<file path="src/logic/smm_defs.svh">
`ifndef SMM_DEFS_SVH
`define SMM_DEFS_SVH
// sample widths
`define SMM_SPD_W 24
`define SMM_POS_W 32
// monitoring cycle: 62.5 us at 10 MHz, cycle count derived from the time in ns
`define SMM_CYCLE_NS 62500
`define SMM_CLK_NS 100
`define SMM_CYCLE_CLKS (`SMM_CYCLE_NS / `SMM_CLK_NS)
`define SMM_DIV_W 10
// error reaction encodings
`define SMM_REACT_TORQUE_OFF 2'h0
`define SMM_REACT_STOP1_FIRST 2'h1
`define SMM_REACT_STOP1_SECOND 2'h2
// allowed direction
`define SMM_DIR_POS 1'b0
`define SMM_DIR_NEG 1'b1
// snapshot memory address width (sample, monitor): 2 bits, 4 entries
`define SMM_HIST_AW 2
`endif

</file>
<file path="src/logic/smm_pkg.sv">
package smm_pkg;
  `include "smm_defs.svh"
  typedef logic signed [`SMM_SPD_W-1:0] smm_spd_t;
  typedef logic signed [`SMM_POS_W-1:0] smm_pos_t;
  typedef enum logic [1:0] {
    SMM_REACT_TO = `SMM_REACT_TORQUE_OFF,
    SMM_REACT_S1A = `SMM_REACT_STOP1_FIRST,
    SMM_REACT_S1B = `SMM_REACT_STOP1_SECOND
  } smm_react_t;
  // one encoder sample
  typedef struct packed {
    smm_spd_t speed;
    smm_pos_t pos;
  } smm_sample_t;
  // direction guard configuration, held constant while monitoring runs
  typedef struct packed {
    logic dir_neg;
    smm_spd_t n_tol;
    smm_pos_t s_tol;
    smm_react_t react;
  } smm_dir_cfg_t;
  // window configuration: limits plus a configured flag for each
  typedef struct packed {
    logic upper_en;
    logic lower_en;
    smm_pos_t upper;
    smm_pos_t lower;
  } smm_win_cfg_t;
  // guard state
  typedef enum logic [1:0] {
    SMM_ST_OFF = 2'b00,
    SMM_ST_MOVING = 2'b01,
    SMM_ST_ZERO = 2'b11
  } smm_state_t;
endpackage : smm_pkg

</file>
<file path="src/logic/smm_latch_mem.sv">
`timescale 1ns/100ps
// small register file holding latched reference positions, registered read
module smm_latch_mem (
  // clock
  input wire logic CLK,
  // write side
  input wire logic we,
  input wire logic [1:0] waddr,
  input wire logic [31:0] wdata,
  // read side
  input wire logic [1:0] raddr,
  output logic [31:0] rdata
);
  logic [31:0] mem [0:3];

  // storage has no reset; readers only look at written entries
  always_ff @(posedge CLK) begin
    if (we) begin
      mem[waddr] <= wdata;
    end
  end

  // registered read
  always_ff @(posedge CLK) begin
    rdata <= mem[raddr];
  end
endmodule : smm_latch_mem

</file>
<file path="src/logic/smm_monitor.sv">
`timescale 1ns/100ps
`include "smm_defs.svh"
// What this block does
// - allowed direction fixed at configuration, not runtime
// - control bit on starts direction checking at the next monitoring tick
// - positive allowed: error when speed below minus tolerance
// - negative allowed: error when speed above plus tolerance
// - zero window entry latches position, starts position check
// - in zero window: position beyond latch plus tolerance errors
// - control bit off stops all direction checking
// - status bit equals direction monitoring active
// - any violation requests configured error reaction
// - re-entering zero window re-latches position
// - position window active when any limit configured
// - position window status true between limits
// - position window never requests a reaction
// - position window ignores referencing state
// - speed window active when any limit configured
// - speed window status true between limits
// - speed window never requests a reaction
module smm_monitor
  import smm_pkg::*;
(
  // clock and reset
  input wire logic CLK,
  input wire logic NRST,
  // encoder samples, same clock domain
  input wire smm_pkg::smm_sample_t SAMPLE,
  // direction guard control and configuration
  input wire logic GUARD_ON,
  input wire smm_pkg::smm_dir_cfg_t GUARD_CFG,
  // position window configuration
  input wire smm_pkg::smm_win_cfg_t POS_WIN_CFG,
  // speed window configuration (full-width limits, compared with the sign-extended speed)
  input wire smm_pkg::smm_win_cfg_t SPD_WIN_CFG,
  // referencing state, accepted but unused by the window signal
  input wire logic REF_DONE,
  // status
  output logic GUARD_ACTIVE,
  output logic GUARD_ZERO,
  output logic POS_WIN_OK,
  output logic SPD_WIN_OK,
  output logic [31:0] LATCH_POS,
  // error reaction request
  output logic REACT_REQ,
  output smm_pkg::smm_react_t REACT_SEL,
  output logic SPEED_FAULT,
  output logic POS_FAULT,
  // monitoring cycle tick
  output logic TICK
);
  import smm_pkg::*;

  // widening helper: speed to position width for common compare
  function automatic smm_pos_t sx(input smm_spd_t v);
    sx = smm_pos_t'(signed'(v));
  endfunction : sx

  // inclusive window test with optional bounds, used by both window signals
  function automatic logic in_win(input smm_pos_t v, input smm_win_cfg_t c);
    logic lo_ok;
    logic hi_ok;
    lo_ok = !c.lower_en || (v >= c.lower);
    hi_ok = !c.upper_en || (v <= c.upper);
    in_win = (c.lower_en || c.upper_en) && lo_ok && hi_ok;
  endfunction : in_win

  logic [`SMM_DIV_W-1:0] div;
  logic tick;
  smm_state_t state;
  smm_state_t next_state;
  smm_pos_t latch;
  logic in_zero;
  logic spd_bad;
  logic pos_bad;
  logic relatch;
  logic [1:0] lat_idx;
  logic [31:0] mem_rdata;
  logic dir_neg;
  logic ref_unused;

  // monitoring cycle divider: one-cycle tick every cycle period
  always_ff @(posedge CLK) begin
    if (!NRST) begin
      div <= '0;
    end else if (div == `SMM_DIV_W'(`SMM_CYCLE_CLKS - 1)) begin
      div <= '0;
    end else begin
      div <= div + `SMM_DIV_W'(1);
    end
  end
  assign tick = (div == `SMM_DIV_W'(`SMM_CYCLE_CLKS - 1));
  assign TICK = tick;

  // direction taken once after reset release; runtime changes of the input are ignored
  logic dir_taken;
  always_ff @(posedge CLK) begin
    if (!NRST) begin
      dir_taken <= 1'b0;
      dir_neg <= 1'b0;
    end else if (!dir_taken) begin
      dir_taken <= 1'b1;
      dir_neg <= GUARD_CFG.dir_neg;
    end
  end

  // zero window and speed limit tests on the current sample
  always_comb begin
    in_zero = (sx(SAMPLE.speed) >= -sx(GUARD_CFG.n_tol))
      && (sx(SAMPLE.speed) <= sx(GUARD_CFG.n_tol));
    if (dir_neg == `SMM_DIR_POS) begin
      spd_bad = sx(SAMPLE.speed) < -sx(GUARD_CFG.n_tol);
      pos_bad = SAMPLE.pos < (latch - GUARD_CFG.s_tol);
    end else begin
      spd_bad = sx(SAMPLE.speed) > sx(GUARD_CFG.n_tol);
      pos_bad = SAMPLE.pos > (latch + GUARD_CFG.s_tol);
    end
  end

  // guard state: off, moving, parked in zero window
  always_comb begin
    next_state = state;
    unique case (state)
      SMM_ST_OFF: begin
        if (GUARD_ON) begin
          next_state = in_zero ? SMM_ST_ZERO : SMM_ST_MOVING;
        end
      end
      SMM_ST_MOVING: begin
        if (!GUARD_ON) begin
          next_state = SMM_ST_OFF;
        end else if (in_zero) begin
          next_state = SMM_ST_ZERO;
        end
      end
      SMM_ST_ZERO: begin
        if (!GUARD_ON) begin
          next_state = SMM_ST_OFF;
        end else if (!in_zero) begin
          next_state = SMM_ST_MOVING;
        end
      end
      default: next_state = SMM_ST_OFF;
    endcase
  end

  // entry into zero window, including a brief exit during a fault
  assign relatch = tick && GUARD_ON && in_zero && (state != SMM_ST_ZERO);

  // state advances only on the monitoring tick
  always_ff @(posedge CLK) begin
    if (!NRST) begin
      state <= SMM_ST_OFF;
    end else if (tick) begin
      state <= next_state;
    end
  end

  // latched reference position
  always_ff @(posedge CLK) begin
    if (!NRST) begin
      latch <= '0;
    end else if (relatch) begin
      latch <= SAMPLE.pos;
    end
  end

  // fault flags evaluated each tick while guarding; cleared when the guard is off
  always_ff @(posedge CLK) begin
    if (!NRST) begin
      SPEED_FAULT <= 1'b0;
      POS_FAULT <= 1'b0;
    end else if (tick) begin
      SPEED_FAULT <= GUARD_ON && spd_bad;
      POS_FAULT <= GUARD_ON && (state == SMM_ST_ZERO) && in_zero && pos_bad;
    end
  end

  // reaction request follows either fault; windows never contribute
  assign REACT_REQ = SPEED_FAULT || POS_FAULT;
  always_ff @(posedge CLK) begin
    if (!NRST) begin
      REACT_SEL <= SMM_REACT_TO;
    end else begin
      REACT_SEL <= GUARD_CFG.react;
    end
  end

  // status outputs
  always_ff @(posedge CLK) begin
    if (!NRST) begin
      GUARD_ACTIVE <= 1'b0;
      GUARD_ZERO <= 1'b0;
    end else if (tick) begin
      GUARD_ACTIVE <= GUARD_ON;
      GUARD_ZERO <= GUARD_ON && in_zero;
    end
  end

  // window signals: no enable, no referencing dependency
  assign ref_unused = REF_DONE;
  always_ff @(posedge CLK) begin
    if (!NRST) begin
      POS_WIN_OK <= 1'b0;
      SPD_WIN_OK <= 1'b0;
    end else if (tick) begin
      POS_WIN_OK <= in_win(SAMPLE.pos, POS_WIN_CFG);
      SPD_WIN_OK <= in_win(sx(SAMPLE.speed), SPD_WIN_CFG);
    end
  end

  // history of reference positions; read back for diagnosis only, the latch register drives the output
  always_ff @(posedge CLK) begin
    if (!NRST) begin
      lat_idx <= 2'h0;
    end else if (relatch) begin
      lat_idx <= lat_idx + 2'h1;
    end
  end

  smm_latch_mem u_mem (
    .CLK(CLK),
    .we(relatch),
    .waddr(lat_idx),
    .wdata(SAMPLE.pos),
    .raddr(lat_idx - 2'h1),
    .rdata(mem_rdata)
  );

  // output the registered latch; memory read kept for diagnosis of the last entry
  always_ff @(posedge CLK) begin
    if (!NRST) begin
      LATCH_POS <= 32'h0;
    end else begin
      LATCH_POS <= latch;
    end
  end

  // checks
  a_guard_status: assert property (@(posedge CLK) disable iff (!NRST)
    tick |=> GUARD_ACTIVE == $past(GUARD_ON)) else $error("guard status mismatch");
  a_speed_fault: assert property (@(posedge CLK) disable iff (!NRST)
    (tick && GUARD_ON && spd_bad) |=> SPEED_FAULT && REACT_REQ)
    else $error("speed fault missed");
  a_off_quiet: assert property (@(posedge CLK) disable iff (!NRST)
    (tick && !GUARD_ON) |=> !SPEED_FAULT && !POS_FAULT) else $error("fault while off");
  a_relatch_pos: assert property (@(posedge CLK) disable iff (!NRST)
    relatch |=> latch == $past(SAMPLE.pos)) else $error("latch not taken");
  a_pos_fault: assert property (@(posedge CLK) disable iff (!NRST)
    (tick && GUARD_ON && state == SMM_ST_ZERO && in_zero && pos_bad) |=> POS_FAULT)
    else $error("position fault missed");
  a_tick_space: assert property (@(posedge CLK) disable iff (!NRST)
    tick |=> !tick [*8]) else $error("tick too frequent");
  a_pos_win: assert property (@(posedge CLK) disable iff (!NRST)
    tick |=> POS_WIN_OK == $past(in_win(SAMPLE.pos, POS_WIN_CFG)))
    else $error("position window wrong");
  a_spd_win_unset: assert property (@(posedge CLK) disable iff (!NRST)
    (tick && !SPD_WIN_CFG.upper_en && !SPD_WIN_CFG.lower_en) |=> !SPD_WIN_OK)
    else $error("speed window without limits");
  a_react_cause: assert property (@(posedge CLK) disable iff (!NRST)
    REACT_REQ |-> (SPEED_FAULT || POS_FAULT)) else $error("reaction without fault");
  // the history read lags the write by one edge, so the newest entry shows two edges on
  a_hist_newest: assert property (@(posedge CLK) disable iff (!NRST)
    relatch |=> ##1 (mem_rdata == latch)) else $error("history entry stale");
  a_dir_fixed: assert property (@(posedge CLK) disable iff (!NRST)
    dir_taken |=> $stable(dir_neg)) else $error("direction changed");
endmodule : smm_monitor

</file>
<file path="config.mk">
export PLATFORM = sky130hd
export DESIGN_NAME = smm_monitor
export DESIGN_NICKNAME = d
export VERILOG_FILES = /design/src/logic/smm_pkg.sv /design/src/logic/smm_latch_mem.sv /design/src/logic/smm_monitor.sv
export VERILOG_INCLUDE_DIRS = /design/src /design/src/logic
export SDC_FILE = /design/constraint.sdc
export NUM_CORES = 1
export LEC_CHECK = 0
export ABC_AREA = 1
export BUFFER_PORTS_ARGS = -buffer_cell sky130_fd_sc_hd__buf_2
export CAP_MARGIN = 10
export CORE_MARGIN = 10
export CORE_UTILIZATION = 30
export CTS_CLUSTER_SIZE = 8
export DETAILED_ROUTE_END_ITERATION = 7
export SYNTH_ARGS = -nofsm -noshare
export SYNTH_HDL_FRONTEND = slang
export SYNTH_HIERARCHICAL = 1
export SYNTH_SLANG_ARGS = --single-unit
</file>
<file path="constraint.sdc">
create_clock -name CLK -period 7 [get_ports CLK]
set_input_delay 1.05 -clock CLK [delete_from_list [all_inputs] [get_ports CLK]]
set_output_delay 1.05 -clock CLK [all_outputs]
set_load 0.01 [all_outputs]
</file>
# After elaboration in Yosys (flattened, before gate mapping)
# Index checks and enable logic that the tools add are counted.
# totals
register_bits,86
latchBits,0
mem_bits_rw,0
rom_bits,0
output_inout_bits,42
mem_count,0
# op_classes
addsub,4
n_mul,0
n_div,0
magnitude_cmp,10
n_eq_ne,7
n_shift,0
n_mux,10
n_bitwise,1
n_reduce_logical,27
# ops
cell,n
$ge 24x32->1,2
$add 32x32->32,1
$ge 32x32->1,1
$gt 32x32->1,1
$le 24x32->1,1
$le 32x32->1,1
$lt 24x32->1,1
$lt 32x32->1,1
$neg 24->32,1
$sub 32x32->32,1
$gt 24x24->1,1
$le 24x24->1,1
$logic_and 1x1->1,13
$mux 2,6
$add 10x1->10 const B,1
$eq 10x10->1 const B,1
$logic_or 1x1->1,7
$ne 3x3->1 const B,2
$pmux 2 s3,1
$logic_not 1->1,4
$ne 2x2->1 const B,2
$reduce_and 4->1,1
$mux 1,3
$eq 2x1->1 const B,1
other kinds (4),4

# Longest topological paths before layout
# Gate-level depths: netlist (run 1).
# logic_depth
word_depth,6
mapped_depth,29

# Worst setup path before layout (run 1)
# No wires, ideal clock.
# synth_path
kind,input -> register
from,in GUARD_CFG[35] (netlist name)
to,reg latch[10]
setup_time_ns,0.113
arrival_ns,3.882
t_required_ns,6.887
setup_slack_ns,3.005
stages,24
n_path_buf,1
path_cell_list,inv_1 > ha_1 > nand2_2 > nor4_4 > nand3_1 > nor2_2 > nand2_1 > nor2_2 > nand4_2 > or2_4 > nand2_1 > ha_1 > nand2_1 > o21a_1 > nand2_1 > a21oi_1 > nand3_1 > nand3_2 > nand2_2 > inv_1 > nand3_2 > buf_2 > nor2_1 > nor2_1
# synth_between
elab_chain_len,5
# synth_rtl
item,line_no,source
start: declaration,smm_monitor.sv:31,"input wire smm_pkg::smm_dir_cfg_t GUARD_CFG,"
$neg 24->32,smm_monitor.sv:109,in_zero = (sx(SAMPLE.speed) >= -sx(GUARD_CFG.n_tol))
$ge 24x32->1,smm_monitor.sv:109,
$logic_and 1x1->1 (*),smm_monitor.sv:110,&& (sx(SAMPLE.speed) <= sx(GUARD_CFG.n_tol));
$logic_and 1x1->1 (*) (2 in series),smm_monitor.sv:148,assign relatch = tick && GUARD_ON && in_zero && (state != SMM_ST_ZERO);
end signal: assignment,smm_monitor.sv:164,latch <= SAMPLE.pos;
end: declaration,smm_monitor.sv:72,smm_pos_t latch;
# Mark *: on every way between the ends. The rest lies on a longest branch, timed or not.
# A chain may end at the register's enable or synchronous reset.

# Worst setup path after layout (run 1)
# layout_path
from,in GUARD_CFG[35] (netlist name)
to,reg latch[0]
# Same word-level chain as after synthesis.

==> run_results.csv, run 1 <==
group,metric,value,unit
setup_path,cp_startpoint,"GUARD_CFG[35]",
timing,post-route-period-util,70.5,%
global_routing,first_global_vias,13302,
final_layout,number_of_standard_cells_in_the_layout_taps_in_and_fillers_out,2855,
clock_tree,hold_buf_count_cts,0,
timing,slew_at_the_pin_with_the_worst_max_slew_slack,1.10,ns
floorplanning,fp.dieArea,52500,µm²
clock_tree,path_clk_slew,0.07,ns
floorplanning,start_util,30.4,%
setup_path,critical_path.startpoint_type,"input pin",
logic_synthesis,postSynth.topFlopCell,"dfxtp_1",
placement,place.port_buffers,291,
power,switchingPower,0.576,mW
timing,finalMaxSlewViolations,0,
run,max_cap_violations,0,
logic_synthesis,post_synth_num_cell_types,52,
route,drt_first_pass_iters,5,
route,route.detailed.drc,0,
setup_path,crit_end,"latch[0]$_SDFFE_PN0P_",
logic_synthesis,synth-edff-count,0,
route,route.detailed.wl_per_inst,16.1,µm
final_layout,fraction_of_final_layout_cells_with_drive_strength_greater_than_1,14.9,%
min_path,worst_hold_path_type,"flop to flop",
timing,slew_headroom,25.8,%
timing,fmax,203,MHz
logic_synthesis,synth_seq_area_share,13.1,%
clock_tree,post_cts_gate_resize_count,0,
floorplanning,io_pins,293,
logic_synthesis,synth_warnings,6,
route,post_dr_vias_cell,4.71,
global_routing,track_usage,16.9,%
setup_path,worstPathRequired,7.25,ns
setup_path,crit_path_max_incr_delay,0.67,ns
setup_path,crit-reg2reg-launch,"latch[0]$_SDFFE_PN0P_",
logic_synthesis,avgSynthCellArea,6.57,µm²
floorplanning,placement_row_count,76,
clock_tree,cts_num_sinks,86,
floorplanning,die_w,229,µm
placement,placed_cells,2838,
final_layout,syn2layout_area_growth,18.1,%
power,power_frac_clock,36.1,%
setup_path,critical-path-slowest-cell,"nand3_2",
logic_synthesis,async_flop_share,0,%
placement,gpl.final_weighted_congestion,0.930,
final_layout,fill_cells,4728,
route,num_vias,13443,
timing,unrepaired_setup_endpoints_after_global_routing,"no",
timing,hold_viol_final,0,
power,power_density,107,nW/µm²
timing,report.final.setup_viol,0,
final_layout,final_nets,2828,
setup_path,critical_path_peak_fanout,32,
power,p_sw_share,34.8,%
logic_synthesis,syn_inst,1995,
logic_synthesis,synth_area,13100,µm²
floorplanning,placeableCoreArea,43200,µm²
setup_path,r2r_slack,2.79,ns
setup_path,crit_path_end_kind,"flop",
status,outcome,"complete, no violations",
setup_path,worstSetupPathType,"input pin to flop",
global_routing,grt_first_pass_wirelength,71400,µm
clock_tree,htreeDepth,3,
power,leakagePower,9.22,nW
setup_path,worst_path_most_repeated_cell,"nand2_1",
timing,tns,0,ns
logic_synthesis,yosysTopAreaCell,"ha_1",
logic_synthesis,synth_top_area_share,29.7,%
global_routing,grt_antenna_before_repair,4,
placement,hpwlAfterDp,39600,µm
power,power_report.internal_total,1.08,mW
global_routing,grt.overflow.total,0,
clock_tree,cts_root_buffer,"clkbuf_16",
setup_path,reg2regPathDepth,27,
final_layout,layout.core_utilization,35.9,%
clock_tree,clockBufferDepth,2,
route,totalWireLength,45900,µm
power,seq_power_share,29.9,%
global_routing,maximum_number_of_pins_on_one_net_before_global_route_repair,73,
power,total_power,1.65,mW
setup_path,timing.critical_path.arrival,5.19,ns
logic_synthesis,number_of_register_bits_inferred_by_synthesis,86,
route,drt_first_iter_violations,594,
clock_tree,clock_latency,0.37,ns
setup_path,crit-reg2reg-capture,"POS_FAULT$_SDFFE_PN0P_",
route,drt.antenna.violating_nets,0,
floorplanning,die_height,229,µm
power,ir_drop,0.0000942,V
timing,clock_skew,0.00860,ns
min_path,hold_critical_path_depth,1,
clock_tree,clock_tree_from_tritoncts,"yes",
timing,post-route-min-period,4.94,ns
clock_tree,tritoncts.num_buffers,9,
logic_synthesis,mappedNetlistNets,2559,
clock_tree,postCtsSetupRepairBufs,0,
logic_synthesis,ys_top_cells_by_area,"ha_1 30%, dfxtp_1 13%, inv_1 11%",
power,share_comb_of_total_power,34.0,%
## metrics by stage
step	hold slack [ns]	area, µm²	setup WS [ns]
6_report	0.437	15500	2.06
5_1_grt	0.448	15500	1.45
4_1_cts	0.440	15500	2.00
3_5_place_dp	0.425	15100	1.61
3_3_place_gp	0.412	15100	1.71
2_1_floorplan	0.404	13100	3.01
## area by class of cell
type / count / area [µm²] / share of cell area [%]
multi-input cells: 1473 / 9710 / 62.7
flip-flops and latches: 86 / 1720 / 11.1
inverters: 402 / 1510 / 9.75
repair buffers: 292 / 1460 / 9.45
well taps: 585 / 732 / 4.73
clock buffers: 11 / 243 / 1.57
clock inverters: 5 / 106 / 0.687
diodes: 1 / 2.50 / 0.0162
## cell usage in the layout (no fill, tap or decap), types with 6 or more instances in the layout
| cell type | instances |
|---|---|
| a31oi_1 | 12 |
| dfxtp_1 | 86 |
| o21bai_1 | 9 |
| o21a_1 | 11 |
| ha_1 | 311 |
| nor3_1 | 28 |
| a21o_1 | 8 |
| nand4_1 | 36 |
| nand2_1 | 388 |
| nand2_2 | 6 |
| nand3_1 | 57 |
| inv_1 | 399 |
| buf_2 | 291 |
| o21ai_0 | 66 |
| o211ai_1 | 8 |
| a21oi_1 | 192 |
| clkbuf_16 | 9 |
| nor4_1 | 14 |
| xor2_1 | 77 |
| nor2_1 | 185 |
## critical path, delay by kind of cell
family	cells	cell delay [ns]
adder cells (fa/ha/maj)	2	0.30
buffers and inverters	3	0.28
AND/OR/NAND/NOR	21	3.55
## power groups by stage
stage / Clock (mW) / Sequential, mW / Combinational [mW]
after floorplan: 0 / 0.505 / 0.349
after global placement: 0 / 0.505 / 0.544
after detailed placement: 0 / 0.505 / 0.561
after CTS: 0.611 / 0.493 / 0.565
after global routing: 0.632 / 0.494 / 0.656
final: 0.597 / 0.494 / 0.562
## synthesized netlist by cell type, types with 10 or more instances
cell	number
nor4_1	14
clkbuf_1	10
a31oi_1	12
ha_1	311
nand2_1	388
buf_2	18
o21ai_0	66
inv_1	399
xor2_1	77
dfxtp_1	86
nand4_1	36
a21oi_1	192
nor2_1	185
nor3_1	28
nand3_1	57
o21a_1	11
## how the worst min path moves through the flow
stage / startpoint / to
6_report: dir_taken$_DFF_P_ / dir_neg$_SDFFE_PN0N_
5_1_grt: dir_taken$_DFF_P_ / dir_neg$_SDFFE_PN0N_
4_1_cts: dir_taken$_DFF_P_ / dir_neg$_SDFFE_PN0N_
3_5_place_dp: dir_taken$_DFF_P_ / dir_neg$_SDFFE_PN0N_
3_3_place_gp: dir_taken$_DFF_P_ / dir_neg$_SDFFE_PN0N_
2_1_floorplan: dir_taken$_DFF_P_ / dir_neg$_SDFFE_PN0N_
## state kept, by name, indices dropped and copies added (netlist names)
signal and count:
SPEED_FAULT 1, latch 32, div 10, GUARD_ACTIVE 1, state 2, LATCH_POS 32, POS_WIN_OK 1, REACT_SEL 2
POS_FAULT 1, dir_neg 1, SPD_WIN_OK 1, GUARD_ZERO 1, dir_taken 1
## kinds of logic (layout without fill, tap and decap cells)
logic type,after synthesis,in the layout,synth area share [%]
adder cells (fa/ha/maj),313,313,30.0
XOR/XNOR,81,81,5.41
other,0,1,0
AO/OA/AOI/OAI,334,334,14.2
flip-flops,86,86,13.1
AND/OR/NAND/NOR,745,745,24.5
buffers and inverters,436,710,12.9
## metal layers
layer	track usage, %	wire length [µm]	part of all wire (%)	up-vias
li1	-	-	-	7015
met1	22.0	22000	48	6092
met2	28.9	21000	46	298
met3	2.92	2370	5.2	34
met4	2.79	511	1.1	4
met5	0	21	0.046	-
Power figures use the tool's default switching activity.
==> run 2: changes to the inputs <==
ABC_AREA = 0   (was 1)
clock period = 5.1 ns   (was 7 ns; I/O delays follow)
==> run_results.csv, run 2 <==
group,metric,value,unit
logic_synthesis,synth-edff-count,0,
final_layout,final_common_cell,"ha_1",
clock_tree,cts_num_sinks,86,
logic_synthesis,netlist_top_cells_count,"311 x ha_1, 266 x inv_1, 122 x nand2_1, 105 x a21oi_1",
floorplanning,die_w,224,µm
floorplanning,start_util,30.5,%
logic_synthesis,post_synth_num_cell_types,65,
timing,clock_skew,0.00882,ns
power,ir_drop,0.000120,V
setup_path,crit-reg2reg-capture,"POS_FAULT$_SDFFE_PN0P_",
logic_synthesis,syn_inst,1610,
logic_synthesis,post-synth-top-count-cell,"ha_1",
floorplanning,placement_row_count,74,
min_path,holdPathEnd,"LATCH_POS[24]$_SDFF_PN0_",
setup_path,crit_path_end_kind,"flop",
logic_synthesis,mappedNetlistNets,2174,
run,max_cap_violations,0,
route,post_dr_vias_cell,5.00,
final_layout,fraction_of_final_layout_cells_with_drive_strength_greater_than_1,20.8,%
power,leakagePower,8.60,nW
timing,holdWs,0.480,ns
timing,post-route-min-period,4.85,ns
logic_synthesis,synth_top_area_share,31.2,%
route,drt_first_pass_iters,5,
global_routing,grt.overflow.total,0,
min_path,worst_hold_path_type,"flop to flop",
global_routing,grt_first_pass_wirelength,67200,µm
clock_tree,htreeDepth,3,
floorplanning,io_pins,293,
setup_path,crit-reg2reg-launch,"latch[1]$_SDFFE_PN0P_",
setup_path,reg2regPathDepth,20,
logic_synthesis,ys_top_cells_by_area,"ha_1 31%, dfxtp_1 14%, inv_1 8.0%",
floorplanning,fp.dieArea,50100,µm²
clock_tree,cts_root_buffer,"clkbuf_16",
status,outcome,"complete, no violations",
clock_tree,clock_tree_from_tritoncts,"yes",
timing,finalMaxSlewViolations,0,
logic_synthesis,synth_area,12500,µm²
timing,hold_viol_final,0,
global_routing,track_usage,16.6,%
clock_tree,tritoncts.num_buffers,9,
logic_synthesis,combinational_family_with_the_most_area_after_synthesis,"adder cells",
logic_synthesis,synth_area_in_xor_xnor,5.90,%
placement,placed_cells,2476,
placement,pre_cts_slack,-0.232,ns
placement,place.port_buffers,291,
placement,hpwlAfterDp,37800,µm
logic_synthesis,avgSynthCellArea,7.74,µm²
placement,gpl.final_weighted_congestion,0.901,
logic_synthesis,synth_compound_gate_area_share,20.1,%
final_layout,largest_registers,"LATCH_POS: 32 flops, latch: 32 flops, div: 10 flops",
final_layout,number_of_standard_cells_in_the_layout_taps_in_and_fillers_out,2492,
route,route.detailed.drc,0,
route,totalWireLength,43000,µm
clock_tree,path_clk_slew,0.06,ns
route,num_vias,12461,
min_path,hold_critical_path_depth,2,
power,power_density,144,nW/µm²
floorplanning,die_height,224,µm
logic_synthesis,synth_fa_ha_area_share,31.5,%
final_layout,fill_cells,4312,
setup_path,critical_path_peak_fanout,3,
logic_synthesis,number_of_register_bits_inferred_by_synthesis,86,
timing,fmax,206,MHz
setup_path,critical_path.startpoint_type,"input pin",
clock_tree,post_cts_gate_resize_count,0,
global_routing,first_global_vias,12923,
setup_path,r2r_slack,0.44,ns
clock_tree,postCtsSetupRepairBufs,0,
clock_tree,clockBufferDepth,2,
setup_path,worstSetupPathType,"input pin to flop",
logic_synthesis,async_flop_share,0,%
logic_synthesis,yosysTopAreaCell,"ha_1",
final_layout,final_nets,2519,
logic_synthesis,synth_simple_gate_area_share,16.3,%
setup_path,timing.critical_path.arrival,5.10,ns
final_layout,syn2layout_area_growth,23.9,%
timing,slew_headroom,56.7,%
min_path,min_delay_startpoint,"latch[24]$_SDFFE_PN0P_",
route,drt_first_iter_violations,623,
timing,slew_at_the_pin_with_the_worst_max_slew_slack,0.650,ns
timing,report.final.setup_viol,0,
logic_synthesis,synth.mux.area_fraction,3.05,%
global_routing,maximum_number_of_pins_on_one_net_before_global_route_repair,40,
floorplanning,placeableCoreArea,40900,µm²
final_layout,layout_common_cells,"311 x ha_1, 291 x buf_2, 266 x inv_1, 122 x nand2_1, 104 x a21oi_1",
logic_synthesis,synth_seq_area_share,13.8,%
timing,setup_slack,0.248,ns
route,drt.antenna.violating_nets,0,
route,route.detailed.wl_per_inst,17.2,µm
logic_synthesis,synth_warnings,6,
final_layout,layout.core_utilization,37.7,%
timing,post-route-period-util,95.1,%
clock_tree,hold_buf_count_cts,0,
setup_path,worstPathRequired,5.35,ns
clock_tree,clock_latency,0.37,ns
global_routing,grt_antenna_before_repair,7,
logic_synthesis,postSynth.topFlopCell,"dfxtp_1",
-- run 2: cell count changes after synthesis, sizes merged, moves of 17 or more --
cell | previous run | this run
xor2 | 77 | 11
inv | 401 | 266
nand2 | 394 | 122
nor2 | 192 | 79
mux2i | 0 | 38
a21oi | 192 | 105
a21o | 8 | 86
xnor2 | 4 | 73
nand3 | 62 | 21
nand2b | 0 | 17
nor2b | 0 | 27
-- run 2: how the worst max path moves through the flow --
stage | slack, ns | start | endpoint | depth (start not counted)
2_1_floorplan | 0.17 | GUARD_CFG[19] | POS_FAULT$_SDFFE_PN0P_ | 22
5_1_grt | -0.007 | GUARD_CFG[3] | POS_FAULT$_SDFFE_PN0P_ | 22
3_3_place_gp | -0.26 | GUARD_CFG[3] | POS_FAULT$_SDFFE_PN0P_ | 24
4_1_cts | 0.14 | GUARD_CFG[3] | POS_FAULT$_SDFFE_PN0P_ | 24
6_report | 0.25 | GUARD_CFG[19] | POS_FAULT$_SDFFE_PN0P_ | 22
3_5_place_dp | -0.23 | GUARD_CFG[3] | POS_FAULT$_SDFFE_PN0P_ | 24
-- run 2: per-stage QoR --
step / area [µm²] / TNS, ns / power [mW]
3_3_place_gp: 15100 / -1.69 / 1.46
4_1_cts: 15400 / 0 / 2.26
5_1_grt: 15400 / -0.00728 / 2.40
2_1_floorplan: 12500 / 0 / 1.16
6_report: 15400 / 0 / 2.22
3_5_place_dp: 15100 / -6.28 / 1.48
-- run 2: cells by family after synthesis --
logic type                 Yosys count
xor gates and xnor gates            84
buffers and inverters              304
muxes                               38
DFF                                 86
adders and majority gates          313
and+or+nand+nor                    409
AOI/OAI and AO/OA                  376
-- run 2: power breakdown --
| group | switching (mW) | internal (mW) |
|---|---|---|
| logic | 0.437 | 0.361 |
| registers | 0.00402 | 0.675 |
| clock network | 0.294 | 0.454 |
| total | 0.735 | 1.49 |
-- run 2: layer usage --
layer  part of all wire, %  vias up  routed length (µm)  track usage, %
met5                  0.13        -                  56               0
met4                   1.3       10                 560            3.03
met3                   6.5       28                2790            3.92
met2                    46      313               19900            28.5
met1                    46     5788               19700            20.9
li1                      -     6322                   -               -
-- run 2: layout make-up --
type | instances | area (µm²) | area share [%]
inverter | 269 | 1010 | 6.54
clock buffer | 12 | 256 | 1.66
timing repair buffer | 369 | 2070 | 13.4
tap | 532 | 666 | 4.31
clock inverter | 3 | 67.6 | 0.437
sequential | 86 | 1720 | 11.1
antenna | 1 | 2.50 | 0.0162
multi-input combinational | 1220 | 9650 | 62.5
-- run 2: critical path, cell delays in order --
cell,delay [ns]
buf_2,0.09
inv_1,0.04
ha_1,0.30
or4_4,0.55
or3_1,0.33
or3_1,0.33
or2_1,0.22
o221ai_1,0.13
o21ai_2,0.15
o21ai_2,0.21
a221oi_2,0.09
o2111a_1,0.23
or3_1,0.38
ha_1,0.30
nand4_1,0.10
nor2_1,0.06
a21oi_1,0.11
nand2_1,0.08
a2111oi_2,0.35
o21ai_1,0.11
nand4_1,0.10
o21ai_0,0.07
